$ cat config.mk
export PLATFORM = sky130hd
export DESIGN_NAME = srw_receiver
export DESIGN_NICKNAME = d
export VERILOG_FILES = /design/src/include/srw_pkg.sv /design/src/hw/srw_receiver.sv /design/src/hw/srw_word_align.sv
export SDC_FILE = /design/constraint.sdc
export NUM_CORES = 1
export LEC_CHECK = 0
export BUFFER_PORTS_ARGS = -buffer_cell sky130_fd_sc_hd__buf_2
export CAP_MARGIN = 25
export CORE_MARGIN = 3
export CORE_UTILIZATION = 25
export CTS_CLUSTER_DIAMETER = 200
export DETAILED_ROUTE_END_ITERATION = 16
export PLACE_DENSITY = 0.39
export SYNTH_ARGS = -nofsm -noshare
export SYNTH_HDL_FRONTEND = slang
export SYNTH_SLANG_ARGS = --single-unit
export TNS_END_PERCENT = 50
$ cat constraint.sdc
create_clock -name clk_sys -period 3.11 [get_ports clk_sys]
set_clock_uncertainty 0.2 [all_clocks]
set_input_delay 0.933 -clock clk_sys [delete_from_list [all_inputs] [get_ports clk_sys]]
set_output_delay 0.933 -clock clk_sys [all_outputs]
set_load 0.1 [all_outputs]
$ cat src/include/srw_pkg.sv
// Package for the serial video word recovery block: constants, types and bus map.
package srw_pkg;
	// Word framing.
	localparam int WORD_W = 10;
	localparam int SHIFT_W = 4 * WORD_W;
	localparam logic [3:0] BIT_CNT_LAST = 4'h9;
	localparam logic [3:0] WCLK_HIGH_BITS = 4'h5;
	localparam logic [9:0] TRS_ONES = 10'h3FF;
	localparam logic [9:0] TRS_ZEROS = 10'h000;
	localparam int ID_H_BIT = 6;
	localparam int ID_FIXED_BIT = 9;
	// Self-synchronising descrambler taps: delay 4 and delay 9.
	localparam int SCR_LEN = 9;
	localparam int SCR_TAP_A = 3;
	localparam int SCR_TAP_B = 8;
	// Timing.
	localparam int CLK_MHZ = 100;
	localparam int LOCK_US = 38;
	localparam int LOCK_CYC = LOCK_US * CLK_MHZ;
	localparam int CARRIER_US = 1;
	localparam int CARRIER_CYC = CARRIER_US * CLK_MHZ;
	localparam int TMR_W = 12;
	// Register byte addresses.
	localparam logic [3:0] ADDR_STATUS = 4'h0;
	localparam logic [3:0] ADDR_EVENT = 4'h4;
	localparam logic [3:0] ADDR_MASK = 4'h8;
	localparam logic [3:0] ADDR_WORD = 4'hC;
	// Status fields.
	localparam int ST_LOCK = 0;
	localparam int ST_CARRIER = 1;
	localparam int ST_LINE = 2;
	localparam int ST_DEC_BYP = 3;
	localparam int ST_EQ_BYP = 4;
	// Event fields, shared by the event and mask registers.
	localparam int EVT_W = 4;
	localparam int EV_EAV = 0;
	localparam int EV_SAV = 1;
	localparam int EV_LOCK = 2;
	localparam int EV_CARRIER_LOST = 3;
	// Reset values.
	localparam logic [EVT_W-1:0] MASK_RST = 4'h0;
	localparam logic [31:0] RDATA_RST = 32'h0000_0000;
	localparam logic [9:0] WORD_RST = 10'h000;

	typedef struct packed {
		logic [WORD_W-1:0] data;
		logic valid;
		logic is_id;
		logic eav;
	} srw_word_s;

	typedef enum logic [1:0] {LK_IDLE, LK_WAIT, LK_LOCKED} srw_lock_e;

	// True when the three preamble words sit in the shift window, oldest lowest.
	function automatic logic srw_is_preamble(input logic [SHIFT_W-1:0] sr);
		return sr[19:10] == TRS_ONES && sr[29:20] == TRS_ZEROS && sr[39:30] == TRS_ZEROS;
	endfunction
endpackage

$ cat src/hw/srw_receiver.sv
// Serial video receiver back end: decoder, framer use, lock, carrier and register slave.
`timescale 1ns/1ns
module srw_receiver import srw_pkg::*; (
	input wire logic clk_sys,
	input wire logic rst_b,
	input wire logic ce,
	input wire logic [3:0] avs_address,
	input wire logic avs_read,
	input wire logic avs_write,
	input wire logic [31:0] avs_writedata,
	output logic [31:0] avs_readdata,
	output logic avs_waitrequest,
	input wire logic serial_input,
	input wire logic serial_bit_stb,
	input wire logic equalizer_bypass_strap,
	input wire logic decode_bypass_strap,
	output logic equalizer_on,
	output logic [WORD_W-1:0] data_out,
	output logic word_clock_out,
	output logic line_timing,
	output logic signal_acquired,
	output logic carrier_present_n,
	output logic irq
);
	logic bypass_reg;
	logic prev_raw_reg;
	logic [SCR_LEN-1:0] scr_reg;
	logic dec_bit_reg;
	logic dec_stb_reg;
	logic nrz;
	logic desc;
	srw_word_s word;
	logic wclk;
	logic realign;
	logic [TMR_W-1:0] quiet_reg;
	logic carrier_reg;
	srw_lock_e lk_state;
	logic [TMR_W-1:0] lk_cnt;
	logic [EVT_W-1:0] evt_reg;
	logic [EVT_W-1:0] evt_set;
	logic [EVT_W-1:0] evt_clr;
	logic [EVT_W-1:0] mask_reg;
	logic [31:0] rd_mux;
	logic access;
	logic edge_seen;

	// Straps are sampled each cycle; they act independently of each other.
	always_ff @(posedge clk_sys or negedge rst_b) begin
		if (!rst_b) begin
			equalizer_on <= 1'b1;
			bypass_reg <= 1'b0;
		end else if (ce) begin
			equalizer_on <= !equalizer_bypass_strap;
			bypass_reg <= decode_bypass_strap;
		end
	end

	// NRZI is undone by x + 1, then the self-synchronising descrambler.
	assign nrz = serial_input ^ prev_raw_reg;
	assign desc = nrz ^ scr_reg[SCR_TAP_A] ^ scr_reg[SCR_TAP_B];

	// Decoder pipeline; both stages keep running in bypass so a return is seamless.
	always_ff @(posedge clk_sys or negedge rst_b) begin
		if (!rst_b) begin
			prev_raw_reg <= 1'b0;
			scr_reg <= '0;
			dec_bit_reg <= 1'b0;
			dec_stb_reg <= 1'b0;
		end else if (ce) begin
			dec_stb_reg <= serial_bit_stb;
			if (serial_bit_stb) begin
				prev_raw_reg <= serial_input;
				scr_reg <= {scr_reg[SCR_LEN-2:0], nrz};
				dec_bit_reg <= bypass_reg ? serial_input : desc;
			end
		end
	end

	srw_word_align u_align (
		.clk_sys(clk_sys),
		.rst_b(rst_b),
		.ce(ce),
		.bit_in(dec_bit_reg),
		.bit_stb(dec_stb_reg),
		.word(word),
		.wclk(wclk),
		.realign(realign)
	);

	// Parallel port and line timing flag.
	always_ff @(posedge clk_sys or negedge rst_b) begin
		if (!rst_b) begin
			data_out <= WORD_RST;
			word_clock_out <= 1'b0;
			line_timing <= 1'b0;
		end else if (ce) begin
			word_clock_out <= wclk;
			if (word.valid) begin
				data_out <= word.data;
			end
			// In decode bypass the flag still follows header matches, but those
			// are not video headers, so its level means nothing there.
			if (word.valid && word.is_id) begin
				line_timing <= word.eav;
			end
		end
	end

	// Carrier: any raw transition restarts a quiet timer; a full quiet period drops it.
	assign edge_seen = serial_bit_stb && (serial_input != prev_raw_reg);
	always_ff @(posedge clk_sys or negedge rst_b) begin
		if (!rst_b) begin
			quiet_reg <= '0;
			carrier_reg <= 1'b0;
			carrier_present_n <= 1'b1;
		end else if (ce) begin
			if (edge_seen) begin
				quiet_reg <= '0;
				carrier_reg <= 1'b1;
			end else if (quiet_reg == TMR_W'(CARRIER_CYC - 1)) begin
				carrier_reg <= 1'b0;
			end else begin
				quiet_reg <= quiet_reg + 1'b1;
			end
			carrier_present_n <= !carrier_reg;
		end
	end

	// Lock: start timing at the first ID word, restart on realign or carrier loss.
	// A realign drops the indication for at least 38 us, until the next ID word restarts the full delay.
	always_ff @(posedge clk_sys or negedge rst_b) begin
		if (!rst_b) begin
			lk_state <= LK_IDLE;
			lk_cnt <= '0;
			signal_acquired <= 1'b0;
		end else if (ce) begin
			if (!carrier_reg || realign) begin
				lk_state <= LK_IDLE;
				lk_cnt <= '0;
			end else begin
				case (lk_state)
					LK_IDLE: begin
						if (word.valid && word.is_id) begin
							lk_state <= LK_WAIT;
						end
						lk_cnt <= '0;
					end
					LK_WAIT: begin
						if (lk_cnt == TMR_W'(LOCK_CYC - 1)) begin
							lk_state <= LK_LOCKED;
						end else begin
							lk_cnt <= lk_cnt + 1'b1;
						end
					end
					LK_LOCKED: begin
						lk_cnt <= lk_cnt;
					end
					default: begin
						lk_state <= LK_IDLE;
					end
				endcase
			end
			signal_acquired <= lk_state == LK_LOCKED;
		end
	end

	// Event sources, each a one-cycle pulse.
	always_comb begin
		evt_set = '0;
		evt_set[EV_EAV] = word.valid && word.is_id && word.eav;
		evt_set[EV_SAV] = word.valid && word.is_id && !word.eav;
		evt_set[EV_LOCK] = lk_state == LK_LOCKED && !signal_acquired;
		evt_set[EV_CARRIER_LOST] = carrier_reg && !edge_seen
			&& quiet_reg == TMR_W'(CARRIER_CYC - 1);
	end

	// Read data mux; unmapped addresses read as zero.
	always_comb begin
		rd_mux = RDATA_RST;
		case (avs_address)
			ADDR_STATUS: begin
				rd_mux[ST_LOCK] = signal_acquired;
				rd_mux[ST_CARRIER] = carrier_reg;
				rd_mux[ST_LINE] = line_timing;
				rd_mux[ST_DEC_BYP] = bypass_reg;
				rd_mux[ST_EQ_BYP] = !equalizer_on;
			end
			ADDR_EVENT: rd_mux[EVT_W-1:0] = evt_reg;
			ADDR_MASK: rd_mux[EVT_W-1:0] = mask_reg;
			ADDR_WORD: rd_mux[WORD_W-1:0] = data_out;
			default: rd_mux = RDATA_RST;
		endcase
	end

	// Slave answers one cycle after the request is seen; it completes the next edge.
	assign access = !avs_waitrequest && (avs_read || avs_write);
	always_ff @(posedge clk_sys or negedge rst_b) begin
		if (!rst_b) begin
			avs_waitrequest <= 1'b1;
			avs_readdata <= RDATA_RST;
		end else if (ce) begin
			if ((avs_read || avs_write) && avs_waitrequest) begin
				avs_waitrequest <= 1'b0;
				avs_readdata <= avs_read ? rd_mux : RDATA_RST;
			end else begin
				avs_waitrequest <= 1'b1;
			end
		end
	end

	// Only bits already returned are cleared, so a late event survives the read.
	assign evt_clr = (access && avs_read && avs_address == ADDR_EVENT) ?
		avs_readdata[EVT_W-1:0] : '0;

	// Sticky events, mask and interrupt; a set in the clear cycle wins.
	always_ff @(posedge clk_sys or negedge rst_b) begin
		if (!rst_b) begin
			evt_reg <= '0;
			mask_reg <= MASK_RST;
			irq <= 1'b0;
		end else if (ce) begin
			evt_reg <= (evt_reg & ~evt_clr) | evt_set;
			if (access && avs_write && avs_address == ADDR_MASK) begin
				mask_reg <= avs_writedata[EVT_W-1:0];
			end
			irq <= |(evt_reg & mask_reg);
		end
	end

	a_eq_select: assert property (@(posedge clk_sys) disable iff (!rst_b)
		ce && $stable(equalizer_bypass_strap) |=> equalizer_on == !$past(equalizer_bypass_strap))
		else $error("equalizer select does not follow strap");
	a_bypass_path: assert property (@(posedge clk_sys) disable iff (!rst_b)
		ce && bypass_reg && serial_bit_stb |=> dec_bit_reg == $past(serial_input))
		else $error("bypass bit differs from input");
	a_descramble: assert property (@(posedge clk_sys) disable iff (!rst_b)
		ce && !bypass_reg && serial_bit_stb |=>
		dec_bit_reg == ($past(serial_input) ^ $past(prev_raw_reg) ^ $past(scr_reg[SCR_TAP_A])
		^ $past(scr_reg[SCR_TAP_B])))
		else $error("descrambled bit wrong");
	a_h_high_eav: assert property (@(posedge clk_sys) disable iff (!rst_b)
		ce && word.valid && word.is_id && word.eav |=> line_timing)
		else $error("line timing not high after end ID");
	a_h_low_sav: assert property (@(posedge clk_sys) disable iff (!rst_b)
		ce && word.valid && word.is_id && !word.eav |=> !line_timing)
		else $error("line timing not low after start ID");
	a_lock_delay: assert property (@(posedge clk_sys) disable iff (!rst_b)
		$rose(signal_acquired) |-> $past(lk_cnt, 2) == TMR_W'(LOCK_CYC - 1))
		else $error("lock rose without full delay");
	a_carrier_loss: assert property (@(posedge clk_sys) disable iff (!rst_b)
		ce && evt_set[EV_CARRIER_LOST] ##1 ce |=> carrier_present_n)
		else $error("carrier output still low after loss");
	a_carrier_seen: assert property (@(posedge clk_sys) disable iff (!rst_b)
		ce && edge_seen ##1 ce |=> !carrier_present_n)
		else $error("carrier output high after transition");
	a_irq_level: assert property (@(posedge clk_sys) disable iff (!rst_b)
		ce |=> irq == |($past(evt_reg) & $past(mask_reg)))
		else $error("interrupt not the masked event level");

	c_eav_seen: cover property (@(posedge clk_sys) disable iff (!rst_b) evt_set[EV_EAV]);
	c_lock_rise: cover property (@(posedge clk_sys) disable iff (!rst_b) $rose(signal_acquired));
	c_carrier_lost: cover property (@(posedge clk_sys) disable iff (!rst_b) $rose(carrier_present_n));
	c_event_read: cover property (@(posedge clk_sys) disable iff (!rst_b) |evt_clr);
endmodule // srw_receiver

$ cat src/hw/srw_word_align.sv
// Word framer: finds timing reference headers and cuts the bit stream into words.
`timescale 1ns/1ns
module srw_word_align import srw_pkg::*; (
	input wire logic clk_sys,
	input wire logic rst_b,
	input wire logic ce,
	input wire logic bit_in,
	input wire logic bit_stb,
	output srw_word_s word,
	output logic wclk,
	output logic realign
);
	logic [SHIFT_W-1:0] sr_reg;
	logic [SHIFT_W-1:0] sr_next;
	logic [3:0] cnt_reg;
	logic id_pend_reg;
	logic pre_hit;

	// Bits arrive first-bit-first, so the newest bit enters at the top.
	assign sr_next = {bit_in, sr_reg[SHIFT_W-1:1]};
	assign pre_hit = bit_stb && srw_is_preamble(sr_next);

	// Shift window.
	always_ff @(posedge clk_sys or negedge rst_b) begin
		if (!rst_b) begin
			sr_reg <= '0;
		end else if (ce && bit_stb) begin
			sr_reg <= sr_next;
		end
	end

	// Divide-by-ten bit counter, forced to its start by a header.
	always_ff @(posedge clk_sys or negedge rst_b) begin
		if (!rst_b) begin
			cnt_reg <= '0;
			wclk <= 1'b0;
			realign <= 1'b0;
		end else if (ce) begin
			realign <= pre_hit && cnt_reg != BIT_CNT_LAST;
			if (pre_hit) begin
				cnt_reg <= '0;
			end else if (bit_stb) begin
				cnt_reg <= (cnt_reg == BIT_CNT_LAST) ? 4'h0 : cnt_reg + 4'h1;
			end
			wclk <= cnt_reg < WCLK_HIGH_BITS;
		end
	end

	// Word output; the word right after a preamble is the ID word.
	always_ff @(posedge clk_sys or negedge rst_b) begin
		if (!rst_b) begin
			word <= '0;
			id_pend_reg <= 1'b0;
		end else if (ce) begin
			word.valid <= 1'b0;
			if (pre_hit) begin
				id_pend_reg <= 1'b1;
			end else if (bit_stb && cnt_reg == BIT_CNT_LAST) begin
				word.data <= sr_next[SHIFT_W-1:SHIFT_W-WORD_W];
				word.valid <= 1'b1;
				word.is_id <= id_pend_reg && sr_next[SHIFT_W-WORD_W+ID_FIXED_BIT];
				word.eav <= sr_next[SHIFT_W-WORD_W+ID_H_BIT];
				id_pend_reg <= 1'b0;
			end
		end
	end

	a_div_reset: assert property (@(posedge clk_sys) disable iff (!rst_b)
		ce && pre_hit |=> cnt_reg == 4'h0)
		else $error("word divider not reset by header");
	a_id_after_pre: assert property (@(posedge clk_sys) disable iff (!rst_b)
		word.valid && word.is_id |-> $past(id_pend_reg))
		else $error("ID word flagged without preamble");
	a_word_clock: assert property (@(posedge clk_sys) disable iff (!rst_b)
		ce && cnt_reg == BIT_CNT_LAST |=> !wclk)
		else $error("word clock high in last bit");
endmodule // srw_word_align

==> flow_summary.yaml <==
worst_setup_path:
  crit_chain: "nor4_1 -> nand2_1 -> or4_1 -> nand4_4 -> mux2_2"
  worstSetupStartpointType: "flop"
  slowest_delay_ns: 0.70
  r2r_end: "u_align.word[5]"
  cp-end-kind: "flop"
  path_class: "flop to flop"
  cp_max_fo: 13
  r2r_slack_ns: 0.50
  worst_path_max_delay_cell: "or4_1"
  worstReg2RegStart: "u_align.sr_reg[36]"
  cp.required_ns: 3.20
  cp.depth: 5
  worst_ep_arrival_time_ns: 2.70
  cp_num_buf_inv: 0
  ff2ff_path_depth: 5
  crit_family: "simple AND/OR/NAND/NOR gates"
finish:
  syn2layout_area_growth_pct: 20.83
  largest_register_ffs: 29
  drive_above_1_share: 0.2991
  nNetsFinal: 582
  diodes: 0
clock_tree:
  clk_latency_ns: 0.41
  cts_buffer_depth: 2
  post_cts_buffers: 0
  htreeDepth: 4
  clock-sinks: 123
  clk_pin_slew_ns: 0.05
  cts_buffers: 17
  hold_buffers: 0
  cts_resized: 0
  root_buffer: "clkbuf_16"
  cts_tree: "built"
logic_synthesis:
  synth_edf_count: 0
  postSynthCellCount: 474
  ys_seq_area_frac: 0.5505
  synthArstFlopShare: 1.000
  synth-seq-cells: 123
  ys_types: 51
  ys_warn_count: 0
  synth_area_sq_um: 5598
  avgSynthCellArea_sq_um: 11.81
  synth_ff_type: "dfrtp_1"
route:
  drt_pre_antenna_iters: 4
  drt-total-wl_mm: 12.35
  post_drt_via_cell_ratio: 4.501
  post_drt_wl_per_cell_um: 14.97
  drt_iter0_markers: 209
  drc_errors: 0
  drtAntennaViolNets: 0
  vias: 3713
run:
  drv_cap: 0
global_routing:
  grt_max_degree: 79
  antenna_found_initial: 0
  overflow: 0
  grt_pass1_vias: 3766
  gr-usage-all-layers: 0.1080
  grt_pass1_wl_mm: 20.52
sta:
  hold_slack_ns: 0.2176
  fmax_mhz: 383.6
  min_period_ns: 2.607
  rsz0062_at_grt: "false"
  hold_viol: 0
  setup_viol: 0
  fin_crit_sh: 0.8382
  tns_ns: 0
  maxSlewViolCount: 0
  max_slew_margin: 0.4433
  worst_slew_pin_slew_ns: 0.8315
placed_design:
  io_buffers: 43
  dp_hpwl_mm: 8.707
  gp_congestion: 0.7528
worst_hold_path:
  hold_path.class: "input port to asynchronous set/reset pin"
floorplanning:
  start_util: 0.2557
  dieArea_sq_um: 24220
  die_y_um: 155.6
  core-area_sq_um: 21890
  fp-row-count: 54
  fp.dieW_um: 155.6
  pin_count: 94
outcome:
  status: "complete, no violations"
power_and_ir_drop:
  p_leak_uw: 0.003203
  powerDensity_nw_per_um2: 743.3
  peakVddDrop_uv: 351.1
## worst register-to-register path, delay by kind of cell, from the launching register on
kind,cells,cell delay (ns)
AND/OR/NAND/NOR,4,1.51
multiplexers,1,0.38
flip-flops,1,0.41
## Yosys cell counts (9+ instances only)
cell type  instances  area [sq um]
buf_4             22         165.2
clkbuf_1           9         33.78
dfrtp_1          120          3003
inv_1             17         63.81
mux2_2            61         686.9
nand2_1           46         172.7
nand3_1           13         65.06
nand4_1           10         62.56
nor2_1            25         93.84
nor3_1            10         50.05
o21ai_0           27         135.1
## worst max-delay path by stage
stage                        from                  to  slack, ns
5_1_grt        u_align.sr_reg[36]     u_align.word[5]       0.34
3_5_place_dp   u_align.sr_reg[36]     u_align.word[3]       0.47
6_report       u_align.sr_reg[36]     u_align.word[5]       0.50
4_1_cts        u_align.sr_reg[36]     u_align.word[3]       0.45
3_3_place_gp   u_align.sr_reg[36]     u_align.word[3]       0.48
2_1_floorplan                  ce  u_align.sr_reg[15]       0.71
## per-layer routing
metal / up-vias / global-route usage / part of all wire
met1: 1872 / 0.1406 / 0.47
met3: 18 / 0.02718 / 0.033
li1: 1765 / - / -
met5: - / 0 / 0
met4: 0 / 0.05169 / 0.020
met2: 58 / 0.1687 / 0.47
## power by group
group | internal (uW) | switching (uW) | leakage [uW]
registers | 1860 | 223 | 0.00163
logic | 325 | 502 | 0.00126
clock network | 1400 | 718 | 0.000305
total | 3580 | 1440 | 0.00320
## layout by cell type, fill, tap and decap left out, types with 4 or more instances in the layout
cell type	Yosys	final
inv_1	17	17
buf_2	2	42
bufinv_16	0	4
nand2_1	46	46
xnor2_1	4	4
a22o_1	6	6
a31oi_1	4	4
xor2_1	8	8
mux2_4	7	7
o21ai_0	27	27
buf_4	22	9
clkbuf_16	0	17
nor2b_1	5	5
mux4_2	4	4
dfrtp_1	120	120
o31ai_1	5	5
a21oi_1	8	8
nor3_1	10	10
nor4_1	5	5
nand3_1	13	13
ha_1	5	5
nand4_1	10	10
nor2_1	25	25
o21a_1	4	4
conb_1	1	22
mux2_2	61	61
## cell families after synthesis
kind of cell,count (synthesis),share of synthesized area
buffers and inverters,53,0.05387
AO/OA/AOI/OAI,70,0.08136
adder cells (fa/ha/maj),5,0.01118
multiplexers,73,0.1594
flip-flops,123,0.5505
AND/OR/NAND/NOR,137,0.1243
XOR/XNOR,12,0.01878
other,1,0.0006699
## final cells by class
| cell class | count | area, sq um |
|---|---|---|
| Tap cell | 280 | 350.3 |
| Sequential cell | 123 | 3082 |
| Fill cell | 2251 | 15130 |
| Clock inverter | 11 | 166.4 |
| Clock buffer | 21 | 470.5 |
| Multi-Input combinational cell | 319 | 2293 |
| Timing Repair Buffer | 54 | 337.8 |
| Inverter | 17 | 63.81 |
## metrics by stage
step / power, uW / std cells / setup WS (ns) / cell area (sq um) / util
after floorplan: 2722 / 495 / 0.7064 / 5677 / -
after global placement: 2931 / 793 / 0.4755 / 6127 / 0.2799
after detailed placement: 2952 / 793 / 0.4693 / 6127 / 0.2799
after CTS: 5107 / 825 / 0.4550 / 6764 / 0.3090
after global routing: 5292 / 825 / 0.3353 / 6764 / 0.3090
final: 5028 / 825 / 0.5031 / 6764 / 0.3090
Power figures use the tool's default switching activity.
